[src/include/rtc_trim_params.svh]
`ifndef RTC_TRIM_PARAMS_SVH
`define RTC_TRIM_PARAMS_SVH

// Register offsets on the byte-wide register port
`define TRIM_REG_ADDR 4'h7
`define ALARM_MINUTE_REG_ADDR 4'h8
`define ALARM_HOUR_REG_ADDR 4'h9
`define ALARM_DAY_MASK_REG_ADDR 4'ha

// Reset values
`define TRIM_RESET 7'h00
`define ALARM_MINUTE_RESET 7'h00
`define ALARM_HOUR_RESET 6'h00
`define ALARM_DAY_MASK_RESET 7'h00
`define WEEKDAY_RESET 3'h0

// Trim register field positions
`define TRIM_SIGN_POS 6
`define TRIM_MAG_MSB 5
`define TRIM_MAG_LSB 0
`define TRIM_MID_MSB 5
`define TRIM_MID_LSB 1

// Time count constants
`define TRIM_BASE_PULSES 16'h8000
`define TRIM_POINT_SEC_00 7'h00
`define TRIM_POINT_SEC_20 7'h20
`define TRIM_POINT_SEC_40 7'h40
`define WEEKDAY_LAST 3'h6
`define WEEKDAY_FIRST 3'h0

// Delay from a match to the flag, in microseconds, then in cycles
`define SYS_CLK_PERIOD_NS 10
`define ALARM_SET_DELAY_US 61
`define ALARM_SET_DELAY_CYCLES ((`ALARM_SET_DELAY_US * 1000) / `SYS_CLK_PERIOD_NS)

`endif

[src/include/rtc_trim_pkg.sv]
package rtc_trim_pkg;

    typedef logic [7:0] reg_byte_t;

    typedef enum logic [1:0] {
        ALARM_IDLE,
        ALARM_WAIT,
        ALARM_HELD
    } alarm_state_e;

endpackage

[src/rtl/weekday_alarm_match.sv]
`timescale 1ns/1ps

module weekday_alarm_match (
    input wire logic [6:0] minute_i,
    input wire logic [5:0] hour_i,
    input wire logic [2:0] weekday_i,
    input wire logic [6:0] alarm_minute_i,
    input wire logic [5:0] alarm_hour_i,
    input wire logic [6:0] day_mask_i,
    output logic match_o
);

    // Day selection: weekday code n picks mask bit n
    logic [7:0] mask_ext;
    logic day_hit;
    logic minute_hit;
    logic hour_hit;

    assign mask_ext = {1'b0, day_mask_i};
    assign day_hit = mask_ext[weekday_i];
    // Code 7 reads the always-zero extension, so it never hits

    // Raw code compare; hour coding is the same in counter and alarm
    assign minute_hit = (minute_i == alarm_minute_i);
    assign hour_hit = (hour_i == alarm_hour_i);
    assign match_o = minute_hit && hour_hit && day_hit;

endmodule

[src/rtl/rtc_trim_and_weekly_alarm.sv]
// Function
// - Trim only seconds starting at 00/20/40
// - Nominal second is 32768 oscillator pulses
// - Trim write arms correction with new value
// - Write at correction point skips that point
// - Sign zero lengthens by (magnitude-1)*2
// - Sign one shortens by (~magnitude+1)*2
// - Middle five bits zero means no correction
// - Trim top bit always reads zero
// - Trim resets zero; unused alarm bits zero
// - Correction changes counts, not oscillator frequency
// - Hour bit five is PM or twenty
// - Twelve-hour zero coded 12 or 32
// - Mask bit n selects weekday code n
// - Empty day mask never matches
// - Flag cleared by writing zero or by disabling alarm
// - Flag reads zero while alarm disabled
// - Weekday counts modulo seven on carry
`timescale 1ns/1ps
`include "rtc_trim_params.svh"

module rtc_trim_and_weekly_alarm #(
    parameter int unsigned ALARM_SET_DELAY_CYCLES = `ALARM_SET_DELAY_CYCLES
) (
    input wire logic sys_clk_i,
    input wire logic rst_n_i,
    // Oscillator pulse pin, asynchronous to sys_clk_i
    input wire logic osc_clk_i,
    // Byte register port
    input wire logic [3:0] reg_addr_i,
    input wire logic reg_wr_i,
    input wire logic [7:0] reg_wdata_i,
    input wire logic reg_rd_i,
    output logic [7:0] reg_rdata_o,
    output logic reg_rdata_valid_o,
    // Current time from the time counters
    input wire logic [6:0] seconds_i,
    input wire logic [6:0] minute_i,
    input wire logic [5:0] hour_i,
    input wire logic sub_second_clear_i,
    output logic second_tick_o,
    // Day-of-week counter
    input wire logic day_carry_i,
    input wire logic weekday_load_i,
    input wire logic [2:0] weekday_load_value_i,
    output logic [2:0] weekday_o,
    // Alarm control and status
    input wire logic weekly_alarm_enable_i,
    input wire logic alarm_flag_write_i,
    input wire logic alarm_flag_wdata_i,
    output logic weekly_alarm_flag_o,
    output logic weekly_alarm_irq_n_o
);

    ////////////////////////////////////////////////////////////////////////
    // Declarations

    logic osc_meta;
    logic osc_sync;
    logic osc_prev;
    logic osc_pulse;

    logic [6:0] trim;
    logic [6:0] alarm_minute;
    logic [5:0] alarm_hour;
    logic [6:0] day_mask;
    logic [2:0] weekday;

    logic trim_active;
    logic skip_point;
    logic [15:0] pulse_count;
    logic second_tick;

    rtc_trim_pkg::alarm_state_e alarm_state;
    rtc_trim_pkg::alarm_state_e next_alarm_state;
    logic [15:0] delay_count;
    logic alarm_flag;
    logic alarm_match;

    logic wr_trim;
    logic wr_minute;
    logic wr_hour;
    logic wr_day_mask;
    logic hit_trim;
    logic hit_minute;
    logic hit_hour;
    logic hit_day_mask;
    rtc_trim_pkg::reg_byte_t read_value;

    logic trim_sign;
    logic [5:0] trim_mag;
    logic trim_mid_zero;
    logic at_point;
    logic apply_trim;
    logic [5:0] inc_steps;
    logic [5:0] dec_steps;
    logic [15:0] inc_pulses;
    logic [15:0] dec_pulses;
    logic [15:0] period;
    logic [15:0] period_last;
    logic period_done;

    logic [15:0] delay_last;
    logic delay_done;
    logic flag_set;
    logic flag_clear;
    logic [2:0] next_weekday;

    ////////////////////////////////////////////////////////////////////////
    // Oscillator pin synchroniser and pulse edge

    // Two flops before any logic; edge taken from the second only
    always_ff @(posedge sys_clk_i) begin
        if (!rst_n_i) begin
            osc_meta <= 1'b0;
            osc_sync <= 1'b0;
            osc_prev <= 1'b0;
        end else begin
            osc_meta <= osc_clk_i;
            osc_sync <= osc_meta;
            osc_prev <= osc_sync;
        end
    end

    // One cycle per rising oscillator edge
    assign osc_pulse = osc_sync && !osc_prev;

    ////////////////////////////////////////////////////////////////////////
    // Register decode

    assign hit_trim = (reg_addr_i == `TRIM_REG_ADDR);
    assign hit_minute = (reg_addr_i == `ALARM_MINUTE_REG_ADDR);
    assign hit_hour = (reg_addr_i == `ALARM_HOUR_REG_ADDR);
    assign hit_day_mask = (reg_addr_i == `ALARM_DAY_MASK_REG_ADDR);
    assign wr_trim = reg_wr_i && hit_trim;
    assign wr_minute = reg_wr_i && hit_minute;
    assign wr_hour = reg_wr_i && hit_hour;
    assign wr_day_mask = reg_wr_i && hit_day_mask;

    // Register storage; only implemented bits are kept
    always_ff @(posedge sys_clk_i) begin
        if (!rst_n_i) begin
            trim <= `TRIM_RESET;
            alarm_minute <= `ALARM_MINUTE_RESET;
            alarm_hour <= `ALARM_HOUR_RESET;
            day_mask <= `ALARM_DAY_MASK_RESET;
        end else begin
            if (wr_trim) begin
                trim <= reg_wdata_i[6:0];
            end
            if (wr_minute) begin
                alarm_minute <= reg_wdata_i[6:0];
            end
            if (wr_hour) begin
                alarm_hour <= reg_wdata_i[5:0];
            end
            if (wr_day_mask) begin
                day_mask <= reg_wdata_i[6:0];
            end
        end
    end

    // Read mux; spare high bits and unmapped offsets read zero
    assign read_value = hit_trim ? {1'b0, trim} :
                        hit_minute ? {1'b0, alarm_minute} :
                        hit_hour ? {2'b00, alarm_hour} :
                        hit_day_mask ? {1'b0, day_mask} :
                        8'h00;

    // Read data is registered so it holds steady for the host
    always_ff @(posedge sys_clk_i) begin
        if (!rst_n_i) begin
            reg_rdata_o <= 8'h00;
            reg_rdata_valid_o <= 1'b0;
        end else begin
            reg_rdata_valid_o <= reg_rd_i;
            if (reg_rd_i) begin
                reg_rdata_o <= read_value;
            end
        end
    end

    ////////////////////////////////////////////////////////////////////////
    // Trim period arithmetic

    assign trim_sign = trim[`TRIM_SIGN_POS];
    assign trim_mag = trim[`TRIM_MAG_MSB:`TRIM_MAG_LSB];
    assign trim_mid_zero = (trim[`TRIM_MID_MSB:`TRIM_MID_LSB] == 5'h00);
    assign at_point = (seconds_i == `TRIM_POINT_SEC_00) ||
                      (seconds_i == `TRIM_POINT_SEC_20) ||
                      (seconds_i == `TRIM_POINT_SEC_40);

    // Mid-zero codes are excluded, so neither step count can wrap
    assign inc_steps = trim_mag - 6'h01;
    assign dec_steps = (~trim_mag) + 6'h01;
    assign inc_pulses = {9'h000, inc_steps, 1'b0};
    assign dec_pulses = {9'h000, dec_steps, 1'b0};

    // Correction only on armed, unskipped 00/20/40 seconds
    assign apply_trim = trim_active && at_point && !skip_point && !trim_mid_zero;

    // Only the count length moves; the oscillator itself is untouched
    assign period = !apply_trim ? `TRIM_BASE_PULSES :
                    trim_sign ? (`TRIM_BASE_PULSES - dec_pulses) :
                    (`TRIM_BASE_PULSES + inc_pulses);
    assign period_last = period - 16'h0001;
    assign period_done = osc_pulse && (pulse_count >= period_last);

    ////////////////////////////////////////////////////////////////////////
    // Sub-second divider

    // Compare with >= so a trim change mid-second cannot overrun
    always_ff @(posedge sys_clk_i) begin
        if (!rst_n_i) begin
            pulse_count <= 16'h0000;
            second_tick <= 1'b0;
        end else begin
            second_tick <= period_done;
            if (sub_second_clear_i || period_done) begin
                pulse_count <= 16'h0000;
            end else if (osc_pulse) begin
                pulse_count <= pulse_count + 16'h0001;
            end
        end
    end

    assign second_tick_o = second_tick;

    ////////////////////////////////////////////////////////////////////////
    // Correction arming and skip

    // A write during a correction point suppresses only that point
    always_ff @(posedge sys_clk_i) begin
        if (!rst_n_i) begin
            trim_active <= 1'b0;
            skip_point <= 1'b0;
        end else begin
            if (wr_trim) begin
                trim_active <= 1'b1;
            end
            if (wr_trim && at_point) begin
                skip_point <= 1'b1;
            end else if (period_done || sub_second_clear_i) begin
                skip_point <= 1'b0;
            end
        end
    end

    ////////////////////////////////////////////////////////////////////////
    // Day-of-week counter

    // Wrap from 6 to 0; a stray 7 also wraps to 0
    assign next_weekday = (weekday >= `WEEKDAY_LAST) ? `WEEKDAY_FIRST :
                          (weekday + 3'h1);

    always_ff @(posedge sys_clk_i) begin
        if (!rst_n_i) begin
            weekday <= `WEEKDAY_RESET;
        end else if (weekday_load_i) begin
            weekday <= weekday_load_value_i;
        end else if (day_carry_i) begin
            weekday <= next_weekday;
        end
    end

    assign weekday_o = weekday;

    ////////////////////////////////////////////////////////////////////////
    // Alarm compare

    // Alarm values are trusted to be reachable times
    weekday_alarm_match u_match (
        .minute_i(minute_i),
        .hour_i(hour_i),
        .weekday_i(weekday),
        .alarm_minute_i(alarm_minute),
        .alarm_hour_i(alarm_hour),
        .day_mask_i(day_mask),
        .match_o(alarm_match)
    );

    ////////////////////////////////////////////////////////////////////////
    // Match sequencer: delay, set once, wait for match to end

    assign delay_last = 16'(ALARM_SET_DELAY_CYCLES - 1);
    assign delay_done = (delay_count >= delay_last);

    // Holding in ALARM_HELD stops one long match setting the flag twice
    always_comb begin
        next_alarm_state = alarm_state;
        case (alarm_state)
            rtc_trim_pkg::ALARM_IDLE: begin
                if (alarm_match && weekly_alarm_enable_i) begin
                    next_alarm_state = rtc_trim_pkg::ALARM_WAIT;
                end
            end
            rtc_trim_pkg::ALARM_WAIT: begin
                if (!alarm_match || !weekly_alarm_enable_i) begin
                    next_alarm_state = rtc_trim_pkg::ALARM_IDLE;
                end else if (delay_done) begin
                    next_alarm_state = rtc_trim_pkg::ALARM_HELD;
                end
            end
            rtc_trim_pkg::ALARM_HELD: begin
                if (!alarm_match) begin
                    next_alarm_state = rtc_trim_pkg::ALARM_IDLE;
                end
            end
            default: begin
                next_alarm_state = rtc_trim_pkg::ALARM_IDLE;
            end
        endcase
    end

    always_ff @(posedge sys_clk_i) begin
        if (!rst_n_i) begin
            alarm_state <= rtc_trim_pkg::ALARM_IDLE;
            delay_count <= 16'h0000;
        end else begin
            alarm_state <= next_alarm_state;
            if (alarm_state == rtc_trim_pkg::ALARM_WAIT) begin
                delay_count <= delay_count + 16'h0001;
            end else begin
                delay_count <= 16'h0000;
            end
        end
    end

    ////////////////////////////////////////////////////////////////////////
    // Alarm flag and interrupt pin

    assign flag_set = (alarm_state == rtc_trim_pkg::ALARM_WAIT) && delay_done &&
                      alarm_match && weekly_alarm_enable_i;
    assign flag_clear = alarm_flag_write_i && !alarm_flag_wdata_i;

    // Set beats clear in the same cycle so no match is lost
    always_ff @(posedge sys_clk_i) begin
        if (!rst_n_i) begin
            alarm_flag <= 1'b0;
        end else if (!weekly_alarm_enable_i) begin
            alarm_flag <= 1'b0;
        end else if (flag_set) begin
            alarm_flag <= 1'b1;
        end else if (flag_clear) begin
            alarm_flag <= 1'b0;
        end
    end

    // Pin low exactly while the flag is set
    assign weekly_alarm_flag_o = alarm_flag && weekly_alarm_enable_i;
    assign weekly_alarm_irq_n_o = !(alarm_flag && weekly_alarm_enable_i);

endmodule

[config.mk]
export PLATFORM = sky130hd
export DESIGN_NAME = rtc_trim_and_weekly_alarm
export DESIGN_NICKNAME = d
export VERILOG_FILES = /design/src/include/rtc_trim_pkg.sv /design/src/rtl/weekday_alarm_match.sv /design/src/rtl/rtc_trim_and_weekly_alarm.sv
export VERILOG_INCLUDE_DIRS = /design/src /design/src/include
export SDC_FILE = /design/constraint.sdc
export NUM_CORES = 1
export LEC_CHECK = 0
export BUFFER_PORTS_ARGS = -buffer_cell sky130_fd_sc_hd__buf_2
export CELL_PAD_IN_SITES_DETAIL_PLACEMENT = 1
export CELL_PAD_IN_SITES_GLOBAL_PLACEMENT = 1
export CORE_ASPECT_RATIO = 1.4
export CORE_MARGIN = 8
export CORE_UTILIZATION = 47
export DETAILED_ROUTE_END_ITERATION = 6
export MAX_ROUTING_LAYER = met4
export PLACE_DENSITY = 0.87
export SLEW_MARGIN = 20
export SYNTH_ARGS = -nofsm -noshare
export SYNTH_HDL_FRONTEND = slang
export SYNTH_SLANG_ARGS = --single-unit
export TNS_END_PERCENT = 50
[constraint.sdc]
create_clock -name sys_clk_i -period 7.9 [get_ports sys_clk_i]
set_clock_uncertainty 0.1 [all_clocks]
set_input_delay 0.395 -clock sys_clk_i [delete_from_list [all_inputs] [get_ports sys_clk_i]]
set_output_delay 0.395 -clock sys_clk_i [all_outputs]
set_load 0.005 [all_outputs]
Word level (Yosys, flattened, before mapping) --
Cells that the tools add are included.
Cells by class: $add $sub $neg 8, magnitude comparators 4, mux-type cells 20, reduce and logical (&&, ||, !) cells 39, bitwise logic cells 2, equal/unequal tests 13
Operators with widths (number):
- adder 16 x 1 -> 16 bit, second input constant | 2
- 2-to-1 mux 16 bit | 2
- 2-to-1 mux 7 bit | 4
- logical AND 1 bit | 18
- adder 16 x 7 -> 16 bit, first input constant | 1
- >= comparator 16 x 13 -> 1 bit, second input constant | 1
- >= comparator 16 bit | 1
- subtractor 16 x 1 -> 16 bit, second input constant | 1
- subtractor 16 x 7 -> 16 bit, first input constant | 1
- equality test 4 bit, second input constant | 3
- 2-to-1 mux 3 bit | 3
- 2-to-1 mux 2 bit | 4
- equality test 7 x 6 -> 1 bit, second input constant | 1
- equality test 7 bit | 1
- equality test 7 bit, second input constant | 1
- zero test 1 bit | 7
- zero test 7 bit | 1
- adder 6 x 1 -> 6 bit, second input constant | 1
- equality test 6 bit | 1
- NOT 6 bit | 1
- case mux 2 bit (3 select lines) | 1
- nonzero test 2 bit | 3
- subtractor 6 x 1 -> 6 bit, second input constant | 1
- zero test 5 bit | 1
- 16 further kinds | 25
Storage, ports and cells: output and inout bits 15, logic and storage cells 103, register bits 80, bits of input ports 46

Logic depth before layout (Yosys ltp) --
depth in word-level cells 13, depth in mapped cells 22, gate-level depth less buffers 19

Cells and area by module --
A second synthesis with hierarchy kept.
Unflattened totals: cells, all modules 543, area, all modules 4584.4 um^2
By module, submodules not included:
- rtc_trim_and_weekly_alarm | cells each 519, times used 1, area an instance 4374.2 um^2, seq. area each 1581.5 um^2
- weekday_alarm_match | cells each 24, times used 1, area an instance 210.2 um^2, seq. area each 0.0 um^2

Worst setup path before layout --
OpenSTA, ideal clock, no wires.
path type input -> register, start in seconds_i[1], end reg pulse_count[10], library setup time 128 ps, arrival time 4135 ps, buffers on the path 3, stages 17, data required time 7672 ps, setup slack 3537 ps, cells stage by stage nor4_1 nand2_1 or3_1 clkbuf_1 or3_1 ha_1 clkbuf_1 nand2_1 o21ai_0 a31o_2 ha_1 nand3_1 or3_1 o31a_1 a21oi_1 clkbuf_1 nor2_1
Between the ends: word-level cells in the longest chain between the ends 12, elaborated cells between the ends (all ways) 14, those cells by class add/sub: 1; order compare: 1; eq/ne: 2; mux: 1; reduce/logical: 9
RTL lines:
- start: declaration | line rtc_trim_and_weekly_alarm.sv:37 | input wire logic [6:0] seconds_i,
- equality test 7 x 6 -> 1 bit (no line) / zero test 7 bit (equally long branches)
- logical OR 1 bit | line rtc_trim_and_weekly_alarm.sv:189 | assign at_point = (seconds_i == `TRIM_POINT_SEC_00) ||
- logical OR 1 bit (*) | line rtc_trim_and_weekly_alarm.sv:189
- logical AND 1 bit (*) (3 in a row) | line rtc_trim_and_weekly_alarm.sv:200 | assign apply_trim = trim_active && at_point && !skip_point && !trim_mid_zero;
- 2-to-1 mux 16 bit (*) | line rtc_trim_and_weekly_alarm.sv:203 | assign period = !apply_trim ? `TRIM_BASE_PULSES :
- subtractor 16 x 1 -> 16 bit (*) | line rtc_trim_and_weekly_alarm.sv:206 | assign period_last = period - 16'h0001;
- >= comparator 16 bit (*) | line rtc_trim_and_weekly_alarm.sv:207 | assign period_done = osc_pulse && (pulse_count >= period_last);
- logical AND 1 bit (*) | line rtc_trim_and_weekly_alarm.sv:207
- logical OR 1 bit (*) | line rtc_trim_and_weekly_alarm.sv:219 | if (sub_second_clear_i || period_done) begin
- OR reduction 2 bit (no line) (*)
- end signal: assignment | line rtc_trim_and_weekly_alarm.sv:222 | pulse_count <= pulse_count + 16'h0001;
- end: declaration | line rtc_trim_and_weekly_alarm.sv:71 | logic [15:0] pulse_count;
Mark *: on every way between the ends. The rest lies on a longest branch, timed or not. A chain may end at the register's enable or synchronous reset.

Worst setup path in the final report --
start reg trim[0], end reg pulse_count[14]
Between the ends: word-level cells in the longest chain between the ends 10, elaborated cells between the ends (all ways) 12, those cells by class add/sub: 5; order compare: 1; mux: 2; bitwise: 1; reduce/logical: 3
RTL lines:
- start: declaration | line rtc_trim_and_weekly_alarm.sv:63 | logic [6:0] trim;
- start signal: assignment | line rtc_trim_and_weekly_alarm.sv:143 | trim <= `TRIM_RESET;
- start signal: assignment | line rtc_trim_and_weekly_alarm.sv:149 | trim <= reg_wdata_i[6:0];
- NOT 6 bit | line rtc_trim_and_weekly_alarm.sv:195 | assign dec_steps = (~trim_mag) + 6'h01;
- adder 6 x 1 -> 6 bit | line rtc_trim_and_weekly_alarm.sv:195
- subtractor 16 x 7 -> 16 bit (no line)
- 2-to-1 mux 16 bit (*) | line rtc_trim_and_weekly_alarm.sv:204 | trim_sign ? (`TRIM_BASE_PULSES - dec_pulses) :
- 2-to-1 mux 16 bit (*) | line rtc_trim_and_weekly_alarm.sv:203
- subtractor 16 x 1 -> 16 bit (*) | line rtc_trim_and_weekly_alarm.sv:206
- >= comparator 16 bit (*) | line rtc_trim_and_weekly_alarm.sv:207
- logical AND 1 bit (*) | line rtc_trim_and_weekly_alarm.sv:207
- logical OR 1 bit (*) | line rtc_trim_and_weekly_alarm.sv:219
- OR reduction 2 bit (no line) (*)
Marks and branches as above.

==> results_dict.tcl <==
set metrics [dict create \
    status "complete, no violations" \
    synth-seq-cells 79 \
    critPathLaunchType "register" \
    htree_levels 3 \
    areaGrowthSynthToFinish_pct 14.7 \
    powerDensity_mw_per_mm2 174 \
    grt_max_degree 49 \
    viasPerCell 5.74 \
    postRouteAntennaNets 0 \
    dieWidth_um 99.6 \
    syn_nets 625 \
    clk_path_buf_depth 2 \
    slew_headroom_pct 42.2 \
    hold_start "osc_clk_i" \
    setup_tns_ps 0 \
    clock_sinks 79 \
    nNetsFinal 669 \
    setup.worst_path.start "trim[0]" \
    finalCritPeriodShare_pct 64.3 \
    cap_viol_max_count 0 \
    rsz0062_at_grt "false" \
    clk_pin_slew_ps 70 \
    gp_congestion 0.844 \
    final_util_pct 55.4 \
    worstPathMaxFanout 14 \
    async_flop_share_pct 0 \
    drc 0 \
    hold_class "input port to register" \
    clk_latency_ps 350 \
    synth_area_per_cell_um2 8.27 \
    seq_area_frac_synth_pct 34.4 \
    critPathKind "register to register" \
    max_freq_ghz 0.197 \
    path_common_cell "ha_1" \
    worstPathCellList "inv_1 -> ha_1 -> and4b_1 -> nor2_1 -> nor3_1 -> ha_1 -> nand2b_1 -> o31ai_1 -> nand2_1 -> o21ai_0 -> a22oi_1 -> ha_1 -> nand3_1 -> or3_1 -> o31a_1 -> a21oi_1 -> buf_4 -> nor2_1" \
    p_leak_nw 2.15 \
    synth_edf_count 0 \
    fin_crit_ps 5080 \
    synthFlopType "dfxtp_1" \
    design.core.area_mm2 0.00951 \
    synthCells 556 \
    yosysWarnings 0 \
    numCtsBuffers 9 \
    finalSetupViolCount 0 \
    critPathCaptureType "register" \
    cp_slowest_cell "dfxtp_1" \
    slowest_delay_ps 610 \
    cts-resized-gates 0 \
    ir_worst_vdd_mv 0.115 \
    numPortBuffers 58 \
    antenna_found_initial 3 \
    vias 4247 \
    drt_pass1_iterations 4 \
    final_max_slew_viol_count 0 \
    grt_pass1_vias 4696 \
    routed_wl_um 13600 \
    io_pins 61 \
    final-hold-violation-count 0 \
    ys_top_cells_by_area "dfxtp_1, xor2_1, ha_1" \
    cts_hold_buf 0 \
    layout_setup_ws_ps 2820 \
    place_hpwl_um 9950 \
    cp.required_ps 8040 \
    root_buffer "clkbuf_16" \
    ys_types 59 \
    rows 42 \
    synth.most_common_cell "dfxtp_1" \
    netlist.area_leader.share_pct 34.4 \
    grt_pass1_wl_um 22500 \
    worst_pin_slew_ps 860 \
    crit-reg2reg-launch "trim[0]" \
    overflow 0 \
    synth_common_cells "dfxtp_1, nand2_1, nor2_1" \
    initial_core_util_pct 48.3 \
    arrival_ps 5220 \
    grt.total_usage_pct 21.6 \
    drive_above_1_share_pct 14.2 \
    wire_per_inst_um 18.4 \
    cts_tree "built" \
    die_area_mm2 0.0132 \
    synth_top_area_cell "dfxtp_1" \
    fp.dieH_um 133 \
    post-place-ws_ps 2900 \
    synth_area_mm2 0.00460 \
    first_iter_violations 146 \
    cts_setup_buffers 0 \
]
-- metal layers --
metal	vias to the layer above	GRT usage (%)	wire length, um
met5	-	-	0
met4	0	12.0	454
met3	32	3.83	549
met2	102	39.4	7440
met1	2077	20.9	5200
li1	2036	-	-
-- through the flow --
step           std cells  hold slack, ps  cell area (um^2)  power (mW)
5_1_grt              740             181              5270       0.941
3_3_place_gp         721             318              4960       0.485
3_5_place_dp         721             329              4960       0.490
2_1_floorplan        556             312              4600       0.459
4_1_cts              737             182              5270       0.920
6_report             740             185              5270       0.916
-- final cells by class --
type	count	area, um^2
fillers	1181	4240
clock buffers	9	225
multi-input cells	437	2860
well taps	132	165
diodes	3	7.51
repair buffers	61	313
clock inverters	7	78.8
inverters	12	45.0
flip-flops and latches	79	1580
-- placed cells by master, fill, tap and decap left out, types with 11 or more instances in the layout --
| master | instances |
|---|---|
| dfxtp_1 | 79 |
| nand2_1 | 69 |
| buf_2 | 58 |
| nor2_1 | 46 |
| xor2_1 | 35 |
| nand3_1 | 34 |
| o21ai_0 | 23 |
| ha_1 | 23 |
| a21boi_0 | 22 |
| a21oi_1 | 18 |
| nor2b_1 | 14 |
| nand2b_1 | 14 |
| xnor2_1 | 13 |
| inv_1 | 12 |
| nor3_1 | 11 |
-- worst paths after layout --
kind	end	slack (ps)	cells past startpoint
max	pulse_count[14]	2820	18
min	osc_meta	180	2
max reg2reg	pulse_count[14]	2820	18
min reg2reg	osc_sync	360	1
-- logic make-up (layout without fill, tap and decap cells) --
kind of cell / Yosys count / count (layout) / synth area share (%)
AND/OR/NAND/NOR: 241 / 241 / 26.5
AO/OA/AOI/OAI: 114 / 114 / 17.6
flip-flops: 79 / 79 / 34.4
XOR/XNOR: 48 / 48 / 9.15
buffers and inverters: 40 / 89 / 3.57
adder cells (fa/ha/maj): 23 / 23 / 6.26
multiplexers: 10 / 10 / 2.45
other: 1 / 4 / 0.0816
-- critical path, delay by kind of cell (launching register included) --
kind                     cells  cell delay (ps)
AND/OR/NAND/NOR              8             1590
AO/OA/AOI/OAI                5             1220
adder cells (fa/ha/maj)      3             1000
flip-flops                   1              610
buffers and inverters        2              450
-- state kept, by name, indices dropped and copies added, names as in the netlist, 2 cells and up --
name and count:
alarm_minute 7, alarm_hour 6, delay_count 16, reg_rdata_o 7
weekday_o 3, day_mask 7, alarm_state 2, trim 7
pulse_count 16
-- where the power goes --
group	switching, mW	internal, mW
clock	0.186	0.249
sequential	0.00696	0.404
combinational	0.0393	0.0308
Power figures use the tool's default switching activity.
